$ cat config.mk
export PLATFORM = sky130hd
export DESIGN_NAME = load_slew_and_waveform_regs
export DESIGN_NICKNAME = d
export VERILOG_FILES = /design/src/load_regs_pkg.sv /design/src/load_slew_and_waveform_regs.sv
export VERILOG_INCLUDE_DIRS = /design/src /design/src/src
export SDC_FILE = /design/constraint.sdc
export NUM_CORES = 2
export LEC_CHECK = 0
export BUFFER_PORTS_ARGS = -buffer_cell sky130_fd_sc_hd__buf_2
export CAP_MARGIN = 40
export CORE_MARGIN = 3
export CORE_UTILIZATION = 45
export DETAILED_ROUTE_END_ITERATION = 8
export HOLD_SLACK_MARGIN = 0.1
export PLACE_DENSITY = 0.61
export SYNTH_ARGS = -nofsm -noshare
export SYNTH_HDL_FRONTEND = slang
export SYNTH_SLANG_ARGS = --single-unit
$ cat constraint.sdc
create_clock -name clk_sys -period 9.5 [get_ports clk_sys]
set_input_delay 1.9 -clock clk_sys [delete_from_list [all_inputs] [get_ports clk_sys]]
set_output_delay 1.9 -clock clk_sys [all_outputs]
set_load 0.01 [all_outputs]
$ cat src/load_regs_defines.svh
`ifndef LOAD_REGS_DEFINES_SVH
`define LOAD_REGS_DEFINES_SVH

// Function codes
`define FC_READ_HOLD        8'h03
`define FC_WRITE_SINGLE     8'h06
`define FC_WRITE_MULTI      8'h10

// Exception codes
`define EXC_NONE            8'h00
`define EXC_BAD_FUNC        8'h01
`define EXC_BAD_ADDR        8'h02
`define EXC_BAD_VALUE       8'h03

// Register counts
`define CNT_FLOAT           8'h02
`define CNT_SELECT          8'h01

// Write and read-back offsets
`define OFS_FALL_I_WR       16'h5090
`define OFS_FALL_I_RD       16'h50A0
`define OFS_FALL_V_WR       16'h50B0
`define OFS_FALL_V_RD       16'h50C0
`define OFS_FALL_P_WR       16'h50D0
`define OFS_FALL_P_RD       16'h50E0
`define OFS_FALL_R_WR       16'h50F0
`define OFS_FALL_R_RD       16'h5100
`define OFS_RANGE_WR        16'h6010
`define OFS_RANGE_RD        16'h6020
`define OFS_REGSEL_WR       16'h6030
`define OFS_REGSEL_RD       16'h6040
`define OFS_WAVE_WR         16'h7010
`define OFS_WAVE_RD         16'h7020
`define OFS_SIN_AMP_WR      16'h7030
`define OFS_SIN_AMP_RD      16'h7040
`define OFS_SIN_OFS_WR      16'h7050
`define OFS_SIN_OFS_RD      16'h7060
`define OFS_SIN_PRD_WR      16'h7070
`define OFS_SIN_PRD_RD      16'h7080
`define OFS_SQ_LO_WR        16'h7090
`define OFS_SQ_LO_RD        16'h70A0
`define OFS_SQ_HI_WR        16'h70B0
`define OFS_SQ_HI_RD        16'h70C0
`define OFS_SQ_LOD_WR       16'h70D0
`define OFS_SQ_LOD_RD       16'h70E0
`define OFS_SQ_HID_WR       16'h70F0
`define OFS_SQ_HID_RD       16'h7100
`define OFS_STEP_LO_WR      16'h7110
`define OFS_STEP_LO_RD      16'h7120
`define OFS_STEP_HI_WR      16'h7130
`define OFS_STEP_HI_RD      16'h7140
`define OFS_SOURCE_WR       16'h80A0
`define OFS_SOURCE_RD       16'h80B0
`define OFS_QUERY_STEP      16'h0010

// Float limits (IEEE-754 single)
`define F_ZERO              32'h00000000
`define F_SLEW_MIN          32'h3F800000
`define F_PERIOD_MIN        32'h40000000
`define F_PERIOD_MAX        32'h477DE800
`define F_EXP_BIAS          8'h7F
`define F_EXP_MS_TOP        8'h8E
`define F_EXP_SHIFT_BASE    8'h96

// Keyword codes on the request
`define KEY_NONE            2'h0
`define KEY_MIN             2'h1
`define KEY_MAX             2'h2

// Selector and dwell reset values
`define RST_RANGE           16'h0000
`define RST_REGSEL          16'h0001
`define RST_WAVE            16'h0000
`define RST_SOURCE          16'h0000
`define RST_DWELL_MS        16'h0002

// Timing
`define CLK_PERIOD_NS       40
`define MS_IN_NS            1000000

`endif

$ cat src/load_regs_pkg.sv
package load_regs_pkg;

   typedef enum logic [3:0] {
      FI_FALL_I,
      FI_FALL_V,
      FI_FALL_P,
      FI_FALL_R,
      FI_SIN_AMP,
      FI_SIN_OFS,
      FI_SIN_PRD,
      FI_SQ_LO,
      FI_SQ_HI,
      FI_SQ_LOD,
      FI_SQ_HID,
      FI_STEP_LO,
      FI_STEP_HI,
      FI_NONE
   } float_idx_type;

   typedef enum logic [1:0] {
      LIM_SLEW,
      LIM_LEVEL,
      LIM_PERIOD
   } limit_class_type;

   typedef enum logic [15:0] {
      REG_CURRENT     = 16'h0001,
      REG_VOLTAGE     = 16'h0002,
      REG_POWER       = 16'h0003,
      REG_RESISTANCE  = 16'h0004,
      REG_VARIABLE_RESISTOR = 16'h0005,
      REG_SHUNT_REGULATOR   = 16'h0006
   } regulation_type;

   typedef enum logic [15:0] {
      WAVE_SINE   = 16'h0000,
      WAVE_SQUARE = 16'h0001,
      WAVE_STEP   = 16'h0002,
      WAVE_RAMP   = 16'h0003
   } waveform_type;

   typedef enum logic [15:0] {
      SRC_LOCAL    = 16'h0000,
      SRC_FUNC_GEN = 16'h0001,
      SRC_ANALOG   = 16'h0002
   } source_type;

endpackage

$ cat src/load_slew_and_waveform_regs.sv
`timescale 1ns/10ps
`include "load_regs_defines.svh"

////////////////////////////////////////////////////////////////////////////////
// Summary of operation
// RQ1: Falling current slew, write and query addresses
// RQ2: Falling voltage slew, write and query addresses
// RQ3: Falling power slew, write and query addresses
// RQ4: Falling resistance slew, write and query addresses
// RQ5: Max keyword fastest, min keyword slowest
// RQ6: Clamp slew into range, minimum one
// RQ7: Floats written code 0x10, read count two
// RQ8: Selectors single register, code 0x06
// RQ9: Range select, 0 low, 1 high
// RQ10: Regulation selector decodes values one to six
// RQ11: Waveform selector 0..3, active from generator
// RQ12: Hold sinusoid amplitude
// RQ13: Hold sinusoid midline offset
// RQ14: Hold sinusoid period in milliseconds
// RQ15: Periods clamp between 2 and 65000 ms
// RQ16: Hold square low and high levels
// RQ17: Hold square low dwell time
// RQ18: Hold square high dwell time
// RQ19: Hold step low level
// RQ20: Levels clamp from zero to model maximum
// RQ21: Source selector 0 local, 1 generator, 2 analog
// RQ22: Hold step high level
// RQ23: Square alternates levels for dwell times
// RQ24: Query returns last accepted value
module load_slew_and_waveform_regs #(
   parameter logic [31:0] SLEW_MAX_F    = 32'h42C80000,
   parameter logic [31:0] LEVEL_MAX_F   = 32'h42C80000,
   parameter bit          HAS_RANGE     = 1'b1,
   parameter int          CYCLES_PER_MS = `MS_IN_NS / `CLK_PERIOD_NS
) (
   // Clock and reset
   input  wire logic        clk_sys,
   input  wire logic        rst_b,
   // Register request
   input  wire logic        reqValid,
   input  wire logic [7:0]  reqFunc,
   input  wire logic [15:0] reqAddr,
   input  wire logic [7:0]  reqCount,
   input  wire logic [31:0] reqData,
   input  wire logic [1:0]  reqKeyword,
   // Register answer
   output logic             rspValid_r,
   output logic [7:0]       rspExc_r,
   output logic [31:0]      rspData_r,
   // Settings toward the regulator
   output logic [31:0]      activeFallSlew_r,
   output logic             rangeHigh_r,
   output logic [15:0]      regulation_select_r,
   output logic [15:0]      waveform_select_r,
   output logic [15:0]      source_select_r,
   // Function generator
   output logic             genActive_r,
   output logic             squareHigh_r,
   output logic [31:0]      genLevel_r
);

   localparam int TICK_W = $clog2(CYCLES_PER_MS + 1);

   typedef enum logic [1:0] {
      GEN_IDLE,
      GEN_LOW,
      GEN_HIGH
   } gen_state_type;

   ////////////////////////////////////////////////////////////////////////////
   // Address and value helpers

   function automatic load_regs_pkg::float_idx_type floatWrIdx(input logic [15:0] a);
      case (a)
         `OFS_FALL_I_WR:  floatWrIdx = load_regs_pkg::FI_FALL_I;
         `OFS_FALL_V_WR:  floatWrIdx = load_regs_pkg::FI_FALL_V;
         `OFS_FALL_P_WR:  floatWrIdx = load_regs_pkg::FI_FALL_P;
         `OFS_FALL_R_WR:  floatWrIdx = load_regs_pkg::FI_FALL_R;
         `OFS_SIN_AMP_WR: floatWrIdx = load_regs_pkg::FI_SIN_AMP;
         `OFS_SIN_OFS_WR: floatWrIdx = load_regs_pkg::FI_SIN_OFS;
         `OFS_SIN_PRD_WR: floatWrIdx = load_regs_pkg::FI_SIN_PRD;
         `OFS_SQ_LO_WR:   floatWrIdx = load_regs_pkg::FI_SQ_LO;
         `OFS_SQ_HI_WR:   floatWrIdx = load_regs_pkg::FI_SQ_HI;
         `OFS_SQ_LOD_WR:  floatWrIdx = load_regs_pkg::FI_SQ_LOD;
         `OFS_SQ_HID_WR:  floatWrIdx = load_regs_pkg::FI_SQ_HID;
         `OFS_STEP_LO_WR: floatWrIdx = load_regs_pkg::FI_STEP_LO;
         `OFS_STEP_HI_WR: floatWrIdx = load_regs_pkg::FI_STEP_HI;
         default:         floatWrIdx = load_regs_pkg::FI_NONE;
      endcase
   endfunction

   // Every float query sits one step above its write; a write address never decodes here
   function automatic load_regs_pkg::float_idx_type floatRdIdx(input logic [15:0] a);
      floatRdIdx = floatWrIdx(a - `OFS_QUERY_STEP);
   endfunction

   function automatic load_regs_pkg::limit_class_type limitOf(
      input load_regs_pkg::float_idx_type i);
      case (i)
         load_regs_pkg::FI_FALL_I, load_regs_pkg::FI_FALL_V,
         load_regs_pkg::FI_FALL_P, load_regs_pkg::FI_FALL_R:
            limitOf = load_regs_pkg::LIM_SLEW;
         load_regs_pkg::FI_SIN_PRD, load_regs_pkg::FI_SQ_LOD, load_regs_pkg::FI_SQ_HID:
            limitOf = load_regs_pkg::LIM_PERIOD;
         default:
            limitOf = load_regs_pkg::LIM_LEVEL;
      endcase
   endfunction

   // Positive IEEE floats order like unsigned integers; any negative value is below the floor
   function automatic logic [31:0] acceptFloat(input logic [31:0] v, input logic [1:0] key,
                                               input logic [31:0] lo, input logic [31:0] hi);
      if (key == `KEY_MIN) begin
         acceptFloat = lo;                                  // RQ5
      end else if (key == `KEY_MAX) begin
         acceptFloat = hi;                                  // RQ5
      end else if (v[31] || v < lo) begin
         acceptFloat = lo;                                  // RQ6
      end else if (v > hi) begin
         acceptFloat = hi;                                  // RQ6
      end else begin
         acceptFloat = v;
      end
   endfunction

   // Truncates a clamped period float to whole milliseconds
   function automatic logic [15:0] floatToMs(input logic [31:0] f);
      logic [23:0] mant;
      logic [7:0]  shift;
      mant  = {1'b1, f[22:0]};
      shift = `F_EXP_SHIFT_BASE - f[30:23];
      if (f[31] || f[30:23] < `F_EXP_BIAS) begin
         floatToMs = 16'h0000;
      end else if (f[30:23] > `F_EXP_MS_TOP) begin
         floatToMs = 16'hFFFF;
      end else begin
         floatToMs = 16'(mant >> shift);
      end
   endfunction

   ////////////////////////////////////////////////////////////////////////////
   // Request decode

   logic [31:0]                  floatReg_r [0:12];
   logic [15:0]                  sqLoMs_r;
   logic [15:0]                  sqHiMs_r;
   load_regs_pkg::float_idx_type wrIdx;
   load_regs_pkg::float_idx_type rdIdx;
   logic [31:0]                  loLim;
   logic [31:0]                  hiLim;
   logic [31:0]                  acceptVal;
   logic [7:0]                   exc;
   logic                         floatWrEn;
   logic                         selWrEn;
   logic                         selOk;

   assign wrIdx = floatWrIdx(reqAddr);
   assign rdIdx = floatRdIdx(reqAddr);

   always_comb begin
      case (limitOf(wrIdx))
         load_regs_pkg::LIM_SLEW: begin
            loLim = `F_SLEW_MIN;                            // RQ6
            hiLim = SLEW_MAX_F;
         end
         load_regs_pkg::LIM_PERIOD: begin
            loLim = `F_PERIOD_MIN;                          // RQ15
            hiLim = `F_PERIOD_MAX;
         end
         default: begin
            loLim = `F_ZERO;                                // RQ20
            hiLim = LEVEL_MAX_F;
         end
      endcase
   end

   assign acceptVal = acceptFloat(reqData, reqKeyword, loLim, hiLim);

   // Selector value check; range select is refused on variants without it
   always_comb begin
      case (reqAddr)
         `OFS_RANGE_WR:  selOk = HAS_RANGE && reqData[15:0] <= 16'h0001;          // RQ9
         `OFS_REGSEL_WR: selOk = reqData[15:0] >= 16'h0001 &&
                                 reqData[15:0] <= 16'h0006;                         // RQ10
         `OFS_WAVE_WR:   selOk = reqData[15:0] <= 16'h0003;                         // RQ11
         `OFS_SOURCE_WR: selOk = reqData[15:0] <= 16'h0002;                         // RQ21
         default:        selOk = 1'b0;
      endcase
   end

   logic isSelWr;
   logic isSelRd;
   assign isSelWr = reqAddr == `OFS_RANGE_WR || reqAddr == `OFS_REGSEL_WR ||
                    reqAddr == `OFS_WAVE_WR || reqAddr == `OFS_SOURCE_WR;
   assign isSelRd = reqAddr == `OFS_RANGE_RD || reqAddr == `OFS_REGSEL_RD ||
                    reqAddr == `OFS_WAVE_RD || reqAddr == `OFS_SOURCE_RD;

   always_comb begin
      exc = `EXC_NONE;
      case (reqFunc)
         `FC_WRITE_MULTI: begin
            if (wrIdx == load_regs_pkg::FI_NONE) begin
               exc = `EXC_BAD_ADDR;
            end else if (reqCount != `CNT_FLOAT) begin
               exc = `EXC_BAD_VALUE;                        // RQ7
            end
         end
         `FC_WRITE_SINGLE: begin
            if (!isSelWr) begin
               exc = `EXC_BAD_ADDR;
            end else if (!selOk) begin
               exc = `EXC_BAD_VALUE;                        // RQ8
            end
         end
         `FC_READ_HOLD: begin
            if (rdIdx != load_regs_pkg::FI_NONE) begin
               if (reqCount != `CNT_FLOAT) begin
                  exc = `EXC_BAD_VALUE;                     // RQ7
               end
            end else if (isSelRd) begin
               if (reqCount != `CNT_SELECT) begin
                  exc = `EXC_BAD_VALUE;                     // RQ8
               end
            end else begin
               exc = `EXC_BAD_ADDR;
            end
         end
         default: exc = `EXC_BAD_FUNC;
      endcase
   end

   assign floatWrEn = reqValid && reqFunc == `FC_WRITE_MULTI && exc == `EXC_NONE;
   assign selWrEn   = reqValid && reqFunc == `FC_WRITE_SINGLE && exc == `EXC_NONE;

   ////////////////////////////////////////////////////////////////////////////
   // Float settings; stored after clamping so the query shows the accepted value

   always_ff @(posedge clk_sys) begin
      if (!rst_b) begin
         for (int i = 0; i < 13; i++) begin
            floatReg_r[i] <= `F_ZERO;
         end
         floatReg_r[load_regs_pkg::FI_FALL_I] <= SLEW_MAX_F;
         floatReg_r[load_regs_pkg::FI_FALL_V] <= SLEW_MAX_F;
         floatReg_r[load_regs_pkg::FI_FALL_P] <= SLEW_MAX_F;
         floatReg_r[load_regs_pkg::FI_FALL_R] <= SLEW_MAX_F;
         floatReg_r[load_regs_pkg::FI_SIN_PRD] <= `F_PERIOD_MIN;
         floatReg_r[load_regs_pkg::FI_SQ_LOD]  <= `F_PERIOD_MIN;
         floatReg_r[load_regs_pkg::FI_SQ_HID]  <= `F_PERIOD_MIN;
      end else if (floatWrEn) begin
         floatReg_r[wrIdx] <= acceptVal;                    // RQ1 RQ2 RQ3 RQ4 RQ12 RQ13 RQ14 RQ16 RQ19 RQ22
      end
   end

   // Dwell counts kept as integers so the generator needs no float math
   always_ff @(posedge clk_sys) begin
      if (!rst_b) begin
         sqLoMs_r <= `RST_DWELL_MS;
         sqHiMs_r <= `RST_DWELL_MS;
      end else if (floatWrEn && wrIdx == load_regs_pkg::FI_SQ_LOD) begin
         sqLoMs_r <= floatToMs(acceptVal);                  // RQ17
      end else if (floatWrEn && wrIdx == load_regs_pkg::FI_SQ_HID) begin
         sqHiMs_r <= floatToMs(acceptVal);                  // RQ18
      end
   end

   ////////////////////////////////////////////////////////////////////////////
   // Selectors

   always_ff @(posedge clk_sys) begin
      if (!rst_b) begin
         rangeHigh_r         <= 1'b0;
         regulation_select_r <= `RST_REGSEL;
         waveform_select_r   <= `RST_WAVE;
         source_select_r     <= `RST_SOURCE;
      end else if (selWrEn) begin
         case (reqAddr)
            `OFS_RANGE_WR:  rangeHigh_r         <= reqData[0];       // RQ9
            `OFS_REGSEL_WR: regulation_select_r <= reqData[15:0];    // RQ10
            `OFS_WAVE_WR:   waveform_select_r   <= reqData[15:0];    // RQ11
            `OFS_SOURCE_WR: source_select_r     <= reqData[15:0];    // RQ21
            default: ;
         endcase
      end
   end

   ////////////////////////////////////////////////////////////////////////////
   // Answer, one cycle after the request

   always_ff @(posedge clk_sys) begin
      if (!rst_b) begin
         rspValid_r <= 1'b0;
         rspExc_r   <= `EXC_NONE;
         rspData_r  <= 32'h00000000;
      end else begin
         rspValid_r <= reqValid;
         if (reqValid) begin
            rspExc_r  <= exc;
            rspData_r <= 32'h00000000;
            if (exc == `EXC_NONE && reqFunc == `FC_READ_HOLD) begin
               if (rdIdx != load_regs_pkg::FI_NONE) begin
                  rspData_r <= floatReg_r[rdIdx];           // RQ24
               end else begin
                  case (reqAddr)
                     `OFS_RANGE_RD:  rspData_r <= {31'h00000000, rangeHigh_r};
                     `OFS_REGSEL_RD: rspData_r <= {16'h0000, regulation_select_r};
                     `OFS_WAVE_RD:   rspData_r <= {16'h0000, waveform_select_r};
                     `OFS_SOURCE_RD: rspData_r <= {16'h0000, source_select_r};
                     default:        rspData_r <= 32'h00000000;
                  endcase
               end
            end
         end
      end
   end

   ////////////////////////////////////////////////////////////////////////////
   // Slew handed to the regulator; only falling transitions use it

   always_ff @(posedge clk_sys) begin
      if (!rst_b) begin
         activeFallSlew_r <= SLEW_MAX_F;
      end else begin
         case (regulation_select_r)
            load_regs_pkg::REG_VOLTAGE:    activeFallSlew_r <= floatReg_r[load_regs_pkg::FI_FALL_V];
            load_regs_pkg::REG_POWER:      activeFallSlew_r <= floatReg_r[load_regs_pkg::FI_FALL_P];
            load_regs_pkg::REG_RESISTANCE: activeFallSlew_r <= floatReg_r[load_regs_pkg::FI_FALL_R];
            default:                       activeFallSlew_r <= floatReg_r[load_regs_pkg::FI_FALL_I];
         endcase
      end
   end

   ////////////////////////////////////////////////////////////////////////////
   // Millisecond tick and square generator

   logic [TICK_W-1:0] tickCnt_r;
   logic              msTick_r;
   logic [15:0]       dwellCnt_r;
   gen_state_type     genState_r;
   logic              genOn;
   logic              squareOn;

   assign genOn    = source_select_r == load_regs_pkg::SRC_FUNC_GEN;    // RQ11
   assign squareOn = genOn && waveform_select_r == load_regs_pkg::WAVE_SQUARE;

   always_ff @(posedge clk_sys) begin
      if (!rst_b || !squareOn) begin
         tickCnt_r <= '0;
         msTick_r  <= 1'b0;
      end else if (tickCnt_r == TICK_W'(CYCLES_PER_MS - 1)) begin
         tickCnt_r <= '0;
         msTick_r  <= 1'b1;
      end else begin
         tickCnt_r <= tickCnt_r + 1'b1;
         msTick_r  <= 1'b0;
      end
   end

   // New dwell values take effect at the next level change, never mid-dwell
   always_ff @(posedge clk_sys) begin
      if (!rst_b || !squareOn) begin
         genState_r <= GEN_IDLE;
         dwellCnt_r <= '0;
      end else begin
         case (genState_r)
            GEN_IDLE: begin
               genState_r <= GEN_LOW;
               dwellCnt_r <= sqLoMs_r;
            end
            GEN_LOW, GEN_HIGH: begin
               if (msTick_r && dwellCnt_r <= 16'h0001) begin
                  genState_r <= (genState_r == GEN_LOW) ? GEN_HIGH : GEN_LOW;   // RQ23
                  dwellCnt_r <= (genState_r == GEN_LOW) ? sqHiMs_r : sqLoMs_r;
               end else if (msTick_r) begin
                  dwellCnt_r <= dwellCnt_r - 1'b1;
               end
            end
            default: genState_r <= GEN_IDLE;
         endcase
      end
   end

   always_ff @(posedge clk_sys) begin
      if (!rst_b) begin
         genActive_r  <= 1'b0;
         squareHigh_r <= 1'b0;
         genLevel_r   <= `F_ZERO;
      end else begin
         genActive_r  <= genOn;
         squareHigh_r <= genState_r == GEN_HIGH;
         if (!genOn) begin
            genLevel_r <= `F_ZERO;
         end else begin
            case (waveform_select_r)
               // Sinusoid shape is synthesised downstream; here only the midline
               load_regs_pkg::WAVE_SINE:   genLevel_r <= floatReg_r[load_regs_pkg::FI_SIN_OFS];
               load_regs_pkg::WAVE_SQUARE: genLevel_r <= (genState_r == GEN_HIGH) ?
                                             floatReg_r[load_regs_pkg::FI_SQ_HI] :
                                             floatReg_r[load_regs_pkg::FI_SQ_LO];   // RQ16
               load_regs_pkg::WAVE_STEP:   genLevel_r <= floatReg_r[load_regs_pkg::FI_STEP_LO];
               default:                    genLevel_r <= `F_ZERO;
            endcase
         end
      end
   end

endmodule // load_slew_and_waveform_regs

# Word-level counts from Yosys, hierarchy flattened
# Memories as Yosys holds them, arrays and structs flattened.
# Cells that the tools add are included.
# classes
shift,1
n_lt_le_gt_ge,10
bitwise_logic,8
add_sub_neg,4
n_mux,48
n_reduce_logical,39
eq_ne,61
# op_table
operator,n
16-bit by 15-bit == test with 1-bit output (second input constant),32
32-bit two-way mux,15
32-bit case mux with 3 select lines,2
4-bit case mux with 13 select lines,2
16-bit two-way mux,5
16-bit case mux with 4 select lines,1
31-bit case mux with 2 select lines,1
16-bit by 2-bit == test with 1-bit output (second input constant),3
16-bit by 1-bit == test with 1-bit output (second input constant),2
16-bit == test (second input constant),2
32-bit > comparator,1
16-bit by 1-bit <= comparator with 1-bit output (second input constant),2
16-bit by 2-bit <= comparator with 1-bit output (second input constant),2
32-bit < comparator,1
16-bit case mux with 2 select lines,1
32-bit OR reduction,1
27-bit two-way mux,1
8-bit case mux with 3 select lines,1
24-bit by 8-bit right shift with 16-bit output,1
16-bit by 3-bit == test with 1-bit output (second input constant),1
16-bit by 1-bit >= comparator with 1-bit output (second input constant),1
16-bit by 3-bit <= comparator with 1-bit output (second input constant),1
16-bit logical NOT,1
8-bit two-way mux,2
other kinds (39),89
# word_totals
ff_bits,222
memories,1
wordCells,189
ramBits,416
out_inout_bits,156
inputBits,69
# mem_list
memory,words,width,rd,rd_clocked_by_memory_dff,write_ports,line_no,rtl
floatReg_r,13,32,9,0,13,load_slew_and_waveform_regs.sv:144,logic [31:0] floatReg_r [0:12];

# Depth between registers and ports, before layout
# depth
word_depth,16
ltp_mapped,26

# Worst setup path after synthesis
# Ideal clock, no wire load.
# synth_path
kind,input to register
start,input port reqAddr[8]
end,register sqHiMs_r[4]
n_path_buf,7
t_required_ns,9.349
t_arrival_ns,7.821
path_stages,25
path_slack_ns,1.528
path_cell_list,buf_2 > or2_2 > nor4_4 > nand4b_1 > inv_1 > clkbuf_1 > ha_1 > nor3b_1 > o211ai_1 > a311o_1 > o211a_2 > o21ai_0 > a21bo_2 > clkbuf_1 > buf_2 > clkbuf_1 > buf_1 > ha_1 > clkbuf_1 > inv_2 > mux2_2 > or4_1 > and3_1 > o21ai_0 > a21oi_1
# synth_via
elab_chain_cells,16
elab_cells_between_ends,86
cone_classes,add/sub (2); order compare (4); eq/ne (43); shift (1); mux (18); bitwise (1); reduce/logical (17)
# synth_rtl
item,line_no,rtl
"start, declared",load_slew_and_waveform_regs.sv:42,"input wire logic [15:0] reqAddr,"
16-bit by 15-bit == test with 1-bit output,load_slew_and_waveform_regs.sv:74,case (a)
4-bit case mux with 13 select lines,load_slew_and_waveform_regs.sv:74,
"4-bit by 1-bit == test with 1-bit output, or another cell as far along",load_slew_and_waveform_regs.sv:99,case (i)
4-bit OR reduction / 3-bit OR reduction (equally long branches),load_slew_and_waveform_regs.sv:99,
2-bit case mux with 2 select lines,load_slew_and_waveform_regs.sv:99,
2-bit == test / 2-bit logical NOT (equally long branches),load_slew_and_waveform_regs.sv:161,case (limitOf(wrIdx))
31-bit case mux with 2 select lines / 27-bit two-way mux (equally long branches),load_slew_and_waveform_regs.sv:161,
32-bit < comparator / 32-bit > comparator (equally long branches),"load_slew_and_waveform_regs.sv:117, load_slew_and_waveform_regs.sv:119",
1-bit logical OR / 32-bit two-way mux (equally long branches),"load_slew_and_waveform_regs.sv:117, load_slew_and_waveform_regs.sv:119",
32-bit two-way mux,load_slew_and_waveform_regs.sv:117,end else if (v[31] || v < lo) begin
32-bit two-way mux,load_slew_and_waveform_regs.sv:115,end else if (key == `KEY_MAX) begin
32-bit two-way mux,load_slew_and_waveform_regs.sv:113,if (key == `KEY_MIN) begin
8-bit subtractor (no line),-,
24-bit by 8-bit right shift with 16-bit output,load_slew_and_waveform_regs.sv:137,floatToMs = 16'(mant >> shift);
16-bit two-way mux,load_slew_and_waveform_regs.sv:134,end else if (f[30:23] > `F_EXP_MS_TOP) begin
16-bit two-way mux,load_slew_and_waveform_regs.sv:132,if (f[31] || f[30:23] < `F_EXP_BIAS) begin
"end signal, assigned",load_slew_and_waveform_regs.sv:259,sqHiMs_r <= `RST_DWELL_MS;
"end signal, assigned",load_slew_and_waveform_regs.sv:263,sqHiMs_r <= floatToMs(acceptVal);
"end, declared",load_slew_and_waveform_regs.sv:146,logic [15:0] sqHiMs_r;
# Several ways; a longest one is shown, not always the timed one.
# A chain may end at the register's enable or synchronous reset.

# Final worst setup path
# layout_path
start,input port reqAddr[0]
end,register sqLoMs_r[3]
# layout_via
elab_chain_cells,16
elab_cells_between_ends,83
cone_classes,add/sub (2); order compare (4); eq/ne (43); shift (1); mux (18); reduce/logical (15)
# layout_rtl
item,line_no,rtl
16-bit by 15-bit == test with 1-bit output,load_slew_and_waveform_regs.sv:74,
4-bit case mux with 13 select lines (*),load_slew_and_waveform_regs.sv:74,
"4-bit by 1-bit == test with 1-bit output, or another cell as far along",load_slew_and_waveform_regs.sv:99,
4-bit OR reduction / 3-bit OR reduction (equally long branches),load_slew_and_waveform_regs.sv:99,
2-bit case mux with 2 select lines (*),load_slew_and_waveform_regs.sv:99,
2-bit == test / 2-bit logical NOT (equally long branches),load_slew_and_waveform_regs.sv:161,
31-bit case mux with 2 select lines / 27-bit two-way mux (equally long branches),load_slew_and_waveform_regs.sv:161,
32-bit < comparator / 32-bit > comparator (equally long branches),"load_slew_and_waveform_regs.sv:117, load_slew_and_waveform_regs.sv:119",
1-bit logical OR / 32-bit two-way mux (equally long branches),"load_slew_and_waveform_regs.sv:117, load_slew_and_waveform_regs.sv:119",
32-bit two-way mux,load_slew_and_waveform_regs.sv:117,
32-bit two-way mux,load_slew_and_waveform_regs.sv:115,
32-bit two-way mux (*),load_slew_and_waveform_regs.sv:113,
named net acceptVal[24],load_slew_and_waveform_regs.sv:151,logic [31:0] acceptVal;
8-bit subtractor (no line),-,
24-bit by 8-bit right shift with 16-bit output,load_slew_and_waveform_regs.sv:137,
16-bit two-way mux,load_slew_and_waveform_regs.sv:134,
16-bit two-way mux (*),load_slew_and_waveform_regs.sv:132,
"end signal, assigned",load_slew_and_waveform_regs.sv:258,sqLoMs_r <= `RST_DWELL_MS;
"end signal, assigned",load_slew_and_waveform_regs.sv:261,sqLoMs_r <= floatToMs(acceptVal);
"end, declared",load_slew_and_waveform_regs.sv:145,logic [15:0] sqLoMs_r;
# Mark *: on every way through the listed nets, which the timed path passes. The rest lies on a longest branch.

==> results.toml <==
[detailed_routing]
drt-total-wl_um = 117000
dr.pass1.iters = 9
wl_met1_um = 49400
top_layer = "met5"
viasPerCell = 6.03
wl_per_cell_um = 24.9
dr_wl_met3_um = 11500
wl_met2_um = 52900
drt_iter0_markers = 3340
route.detailed.drc = 0
antenna_left = 0
dr_total_vias = 28400

[worst_setup_path]
cpPeakStageDelay_ns = 0.62
crit_path_start = "reqAddr[0]"
crit_chain = "buf_2 -> nor3_1 -> and2_1 -> nand4_1 -> ha_1 -> a2111oi_0 -> o21ai_0 -> a211oi_1 -> o21ai_0 -> and3_1 -> inv_1 -> ha_1 -> inv_1 -> xnor2_4 -> mux2_2 -> mux2_2 -> a211oi_1 -> nor2b_1 -> o211ai_1 -> o21ai_0"
crit_family = "compound AO/OA/AOI/OAI gates"
r2r_cells = 6
r2r_slack_ns = 6.33
crit_type = "primary input to flip-flop"
worstPathRequired_ns = 10.04
start_kind = "primary input"
reg2reg_from = "waveform_select_r[2]"
cp.depth = 20
cp-end-kind = "flip-flop"
cp_max_fo = 19
cp_common_cell = "o21ai_0"
crit_slowest_cell = "xnor2_4"
crit_buf_inv = 3
crit_path_end = "sqLoMs_r[3]"
cp.arrival_ns = 8.24
r2r-end = "dwellCnt_r[7]"

[layout]
design_area_sq_um = 39200
final.fill_count = 6843
area_delta_synth_final_pct = 15.5
drive_gt1_frac = 0.148
final_nets = 3774

[timing]
final-max-slew-violation-count = 0
finalSetupTns_ns = 0
finalSetupViolCount = 0
skew_ns = 0.0229
layout_min_cycle_time_ns = 7.70
fmax_mhz = 130
worst_pin_slew_ns = 1.06
min_period_over_period = 0.810
grt_setup_unrepaired = "false"
worst_hold_slack_ns = 0.445
slew_headroom = 0.297
finalHoldViolCount = 0
timing.final.ws_setup_ns = 1.80

[yosys]
synth_cells = 3455
syn_area_sq_um = 33900
synth_top_family_by_area = "simple AND/OR/NAND/NOR gates"
synth_top_area_frac = 0.439
synth_compound_area_frac = 0.120
yosysSeqAreaShare = 0.566
synth_area_leaders = "edfxtp_1 (44%), dfxtp_1 (13%), nand2_1 (6.9%)"
synth-adder-area-share = 0.0103
synthMuxAreaShare = 0.0320
ys.flop_type = "edfxtp_1"
synth_top_area_cell = "edfxtp_1"
ys_ff_latch = 712
synth-simple-area-share = 0.222
syn_area_per_cell_sq_um = 9.82
yosysWarnings = 0
ys_async_sr_fraction = 0
synth_cell_types = 90
synth_xor_area_frac = 0.00955
synth-edff-count = 496

[clocking]
post_cts_buffers = 0
htree_num_levels = 3
cts-root-buf = "clkbuf_16"
cts_tree = "done"
hold_buffers = 0
cts_sinks = 712
cts_buffer_depth = 3
cts_resized = 0
numCtsBuffers = 77
clk_latency_ns = 0.62
cts.clk_slew.worst_paths_ns = 0.06

[power]
powerDensity_nw_per_um2 = 179
p_leak_nw = 14.6
vdd.ir_drop.worst_mv = 0.128

[placed_design]
hpwl_um = 76400
globalplace.congestion = 0.927
port_buffers = 218
place_ws_ns = 1.22
placed_area_sq_um = 36600

[flow_run]
maxCapViolCount = 0

[worst_hold_path]
hold_class = "flip-flop to flip-flop"

[run_status]
status = "finished, final reports clean"

[grt]
antenna_found_initial = 4
grt_use_total = 0.292
grt_overflow_total = 0
grt_pass1_vias = 26900
grt_pass1_wl_um = 173000
grt_start_max_net_pins = 163

[floorplan]
start_util = 0.455
row_count = 100
core_sq_um = 74600
die_area_sq_um = 78800
num_io_pins = 225
die_h_um = 281
die_w_um = 281
area by class of cell:
type                       count  area (sq um)  area share
tap                          969          1210      0.0309
inverter                      54           203     0.00517
antenna                        1          2.50   0.0000638
clock inverter                29           333     0.00849
sequential                   712         19200       0.490
clock buffer                 114          2240      0.0572
multi-input combinational   2511         13900       0.355
timing repair buffer         321          2060      0.0527
kinds of logic (layout without fill, tap and decap cells):
family	after synthesis	count (layout)
adders and majority gates	28	28
AOI/OAI and AO/OA	559	559
buffers and inverters	333	518
other	1	103
muxes	90	90
xor gates and xnor gates	34	34
and+or+nand+nor	1698	1698
DFF	712	712
power by group:
group / total [mW] / switching [mW] / internal [mW]
Sequential: 3.49 / 0.0492 / 3.44
Combinational: 0.461 / 0.315 / 0.146
Clock: 3.07 / 1.27 / 1.81
worst register-to-register path, stage by stage, from the launching register on:
cell and delay (ns):
dfxtp_1 0.35, nor4_1 0.43, nand4_1 0.31, nor3b_2 0.22, buf_4 0.64, nand2_1 0.71, a211oi_1 0.40
metal layers:
layer  vias to the layer above  global-route usage
li1                      12900                   -
met1                     13800               0.410
met2                      1530               0.454
met3                       206              0.0582
met4                         2              0.0952
met5                         -                   0
how the worst min path moves through the flow:
| stage | start | to | slack [ns] | cells after the start |
|---|---|---|---|---|
| after floorplan | tickCnt_r[0] | tickCnt_r[0] | 0.42 | 1 |
| after global placement | tickCnt_r[0] | tickCnt_r[0] | 0.43 | 1 |
| after detailed placement | tickCnt_r[0] | tickCnt_r[0] | 0.44 | 1 |
| after CTS | tickCnt_r[0] | tickCnt_r[0] | 0.45 | 1 |
| after global routing | tickCnt_r[0] | tickCnt_r[0] | 0.47 | 1 |
| final | tickCnt_r[0] | tickCnt_r[0] | 0.45 | 1 |
placed cells by master, fill, tap and decap left out, types with 11 or more instances in the layout:
master / count
and2_1: 29
mux2_2: 48
a21oi_1: 95
edfxtp_1: 496
o22ai_1: 12
buf_2: 220
nor3_1: 33
a222oi_1: 47
xnor2_1: 17
nor2_1: 532
dfxtp_1: 216
clkbuf_1: 22
inv_1: 50
a221o_1: 11
ha_1: 27
nand4_1: 23
clkbuf_16: 80
or3_1: 12
a311oi_1: 66
clkbuf_8: 11
buf_4: 85
nand2_1: 623
o211ai_1: 23
xor2_1: 15
a22o_1: 33
nor4_1: 25
conb_1: 102
a221oi_1: 13
nand3_1: 250
a211oi_1: 27
and3_1: 69
a31oi_1: 40
o21ai_0: 64
mux2i_1: 32
nand2b_1: 13
a22oi_1: 69
nor2b_1: 14
state kept, by name (all words and copies together), names as in the netlist:
register,flops
floatReg_r,496
genLevel_r,32
rspExc_r,2
genState_r,2
sqHiMs_r,16
tickCnt_r,15
regulation_select_r,16
msTick_r,1
waveform_select_r,16
sqLoMs_r,16
rangeHigh_r,1
rspValid_r,1
rspData_r,32
genActive_r,1
dwellCnt_r,16
activeFallSlew_r,32
squareHigh_r,1
source_select_r,16
metrics by stage:
stage / utilization / power, mW / instances
6_report: 0.526 / 7.02 / 4711
3_5_place_dp: 0.491 / 4.01 / 4567
2_1_floorplan: - / 3.82 / 3556
4_1_cts: 0.526 / 7.06 / 4710
5_1_grt: 0.526 / 7.23 / 4710
3_3_place_gp: 0.488 / 4.00 / 4550
cells in the mapped netlist, types with 47 or more instances:
cell type	number
a311oi_1	66
edfxtp_1	496
inv_1	51
mux2_2	48
nor2_1	534
o21ai_0	64
clkbuf_1	204
buf_2	51
a222oi_1	47
a22oi_1	69
a21oi_1	96
dfxtp_1	216
nand3_1	250
and3_1	69
nand2_1	625
No activity file was read; power rests on OpenSTA's default activity.
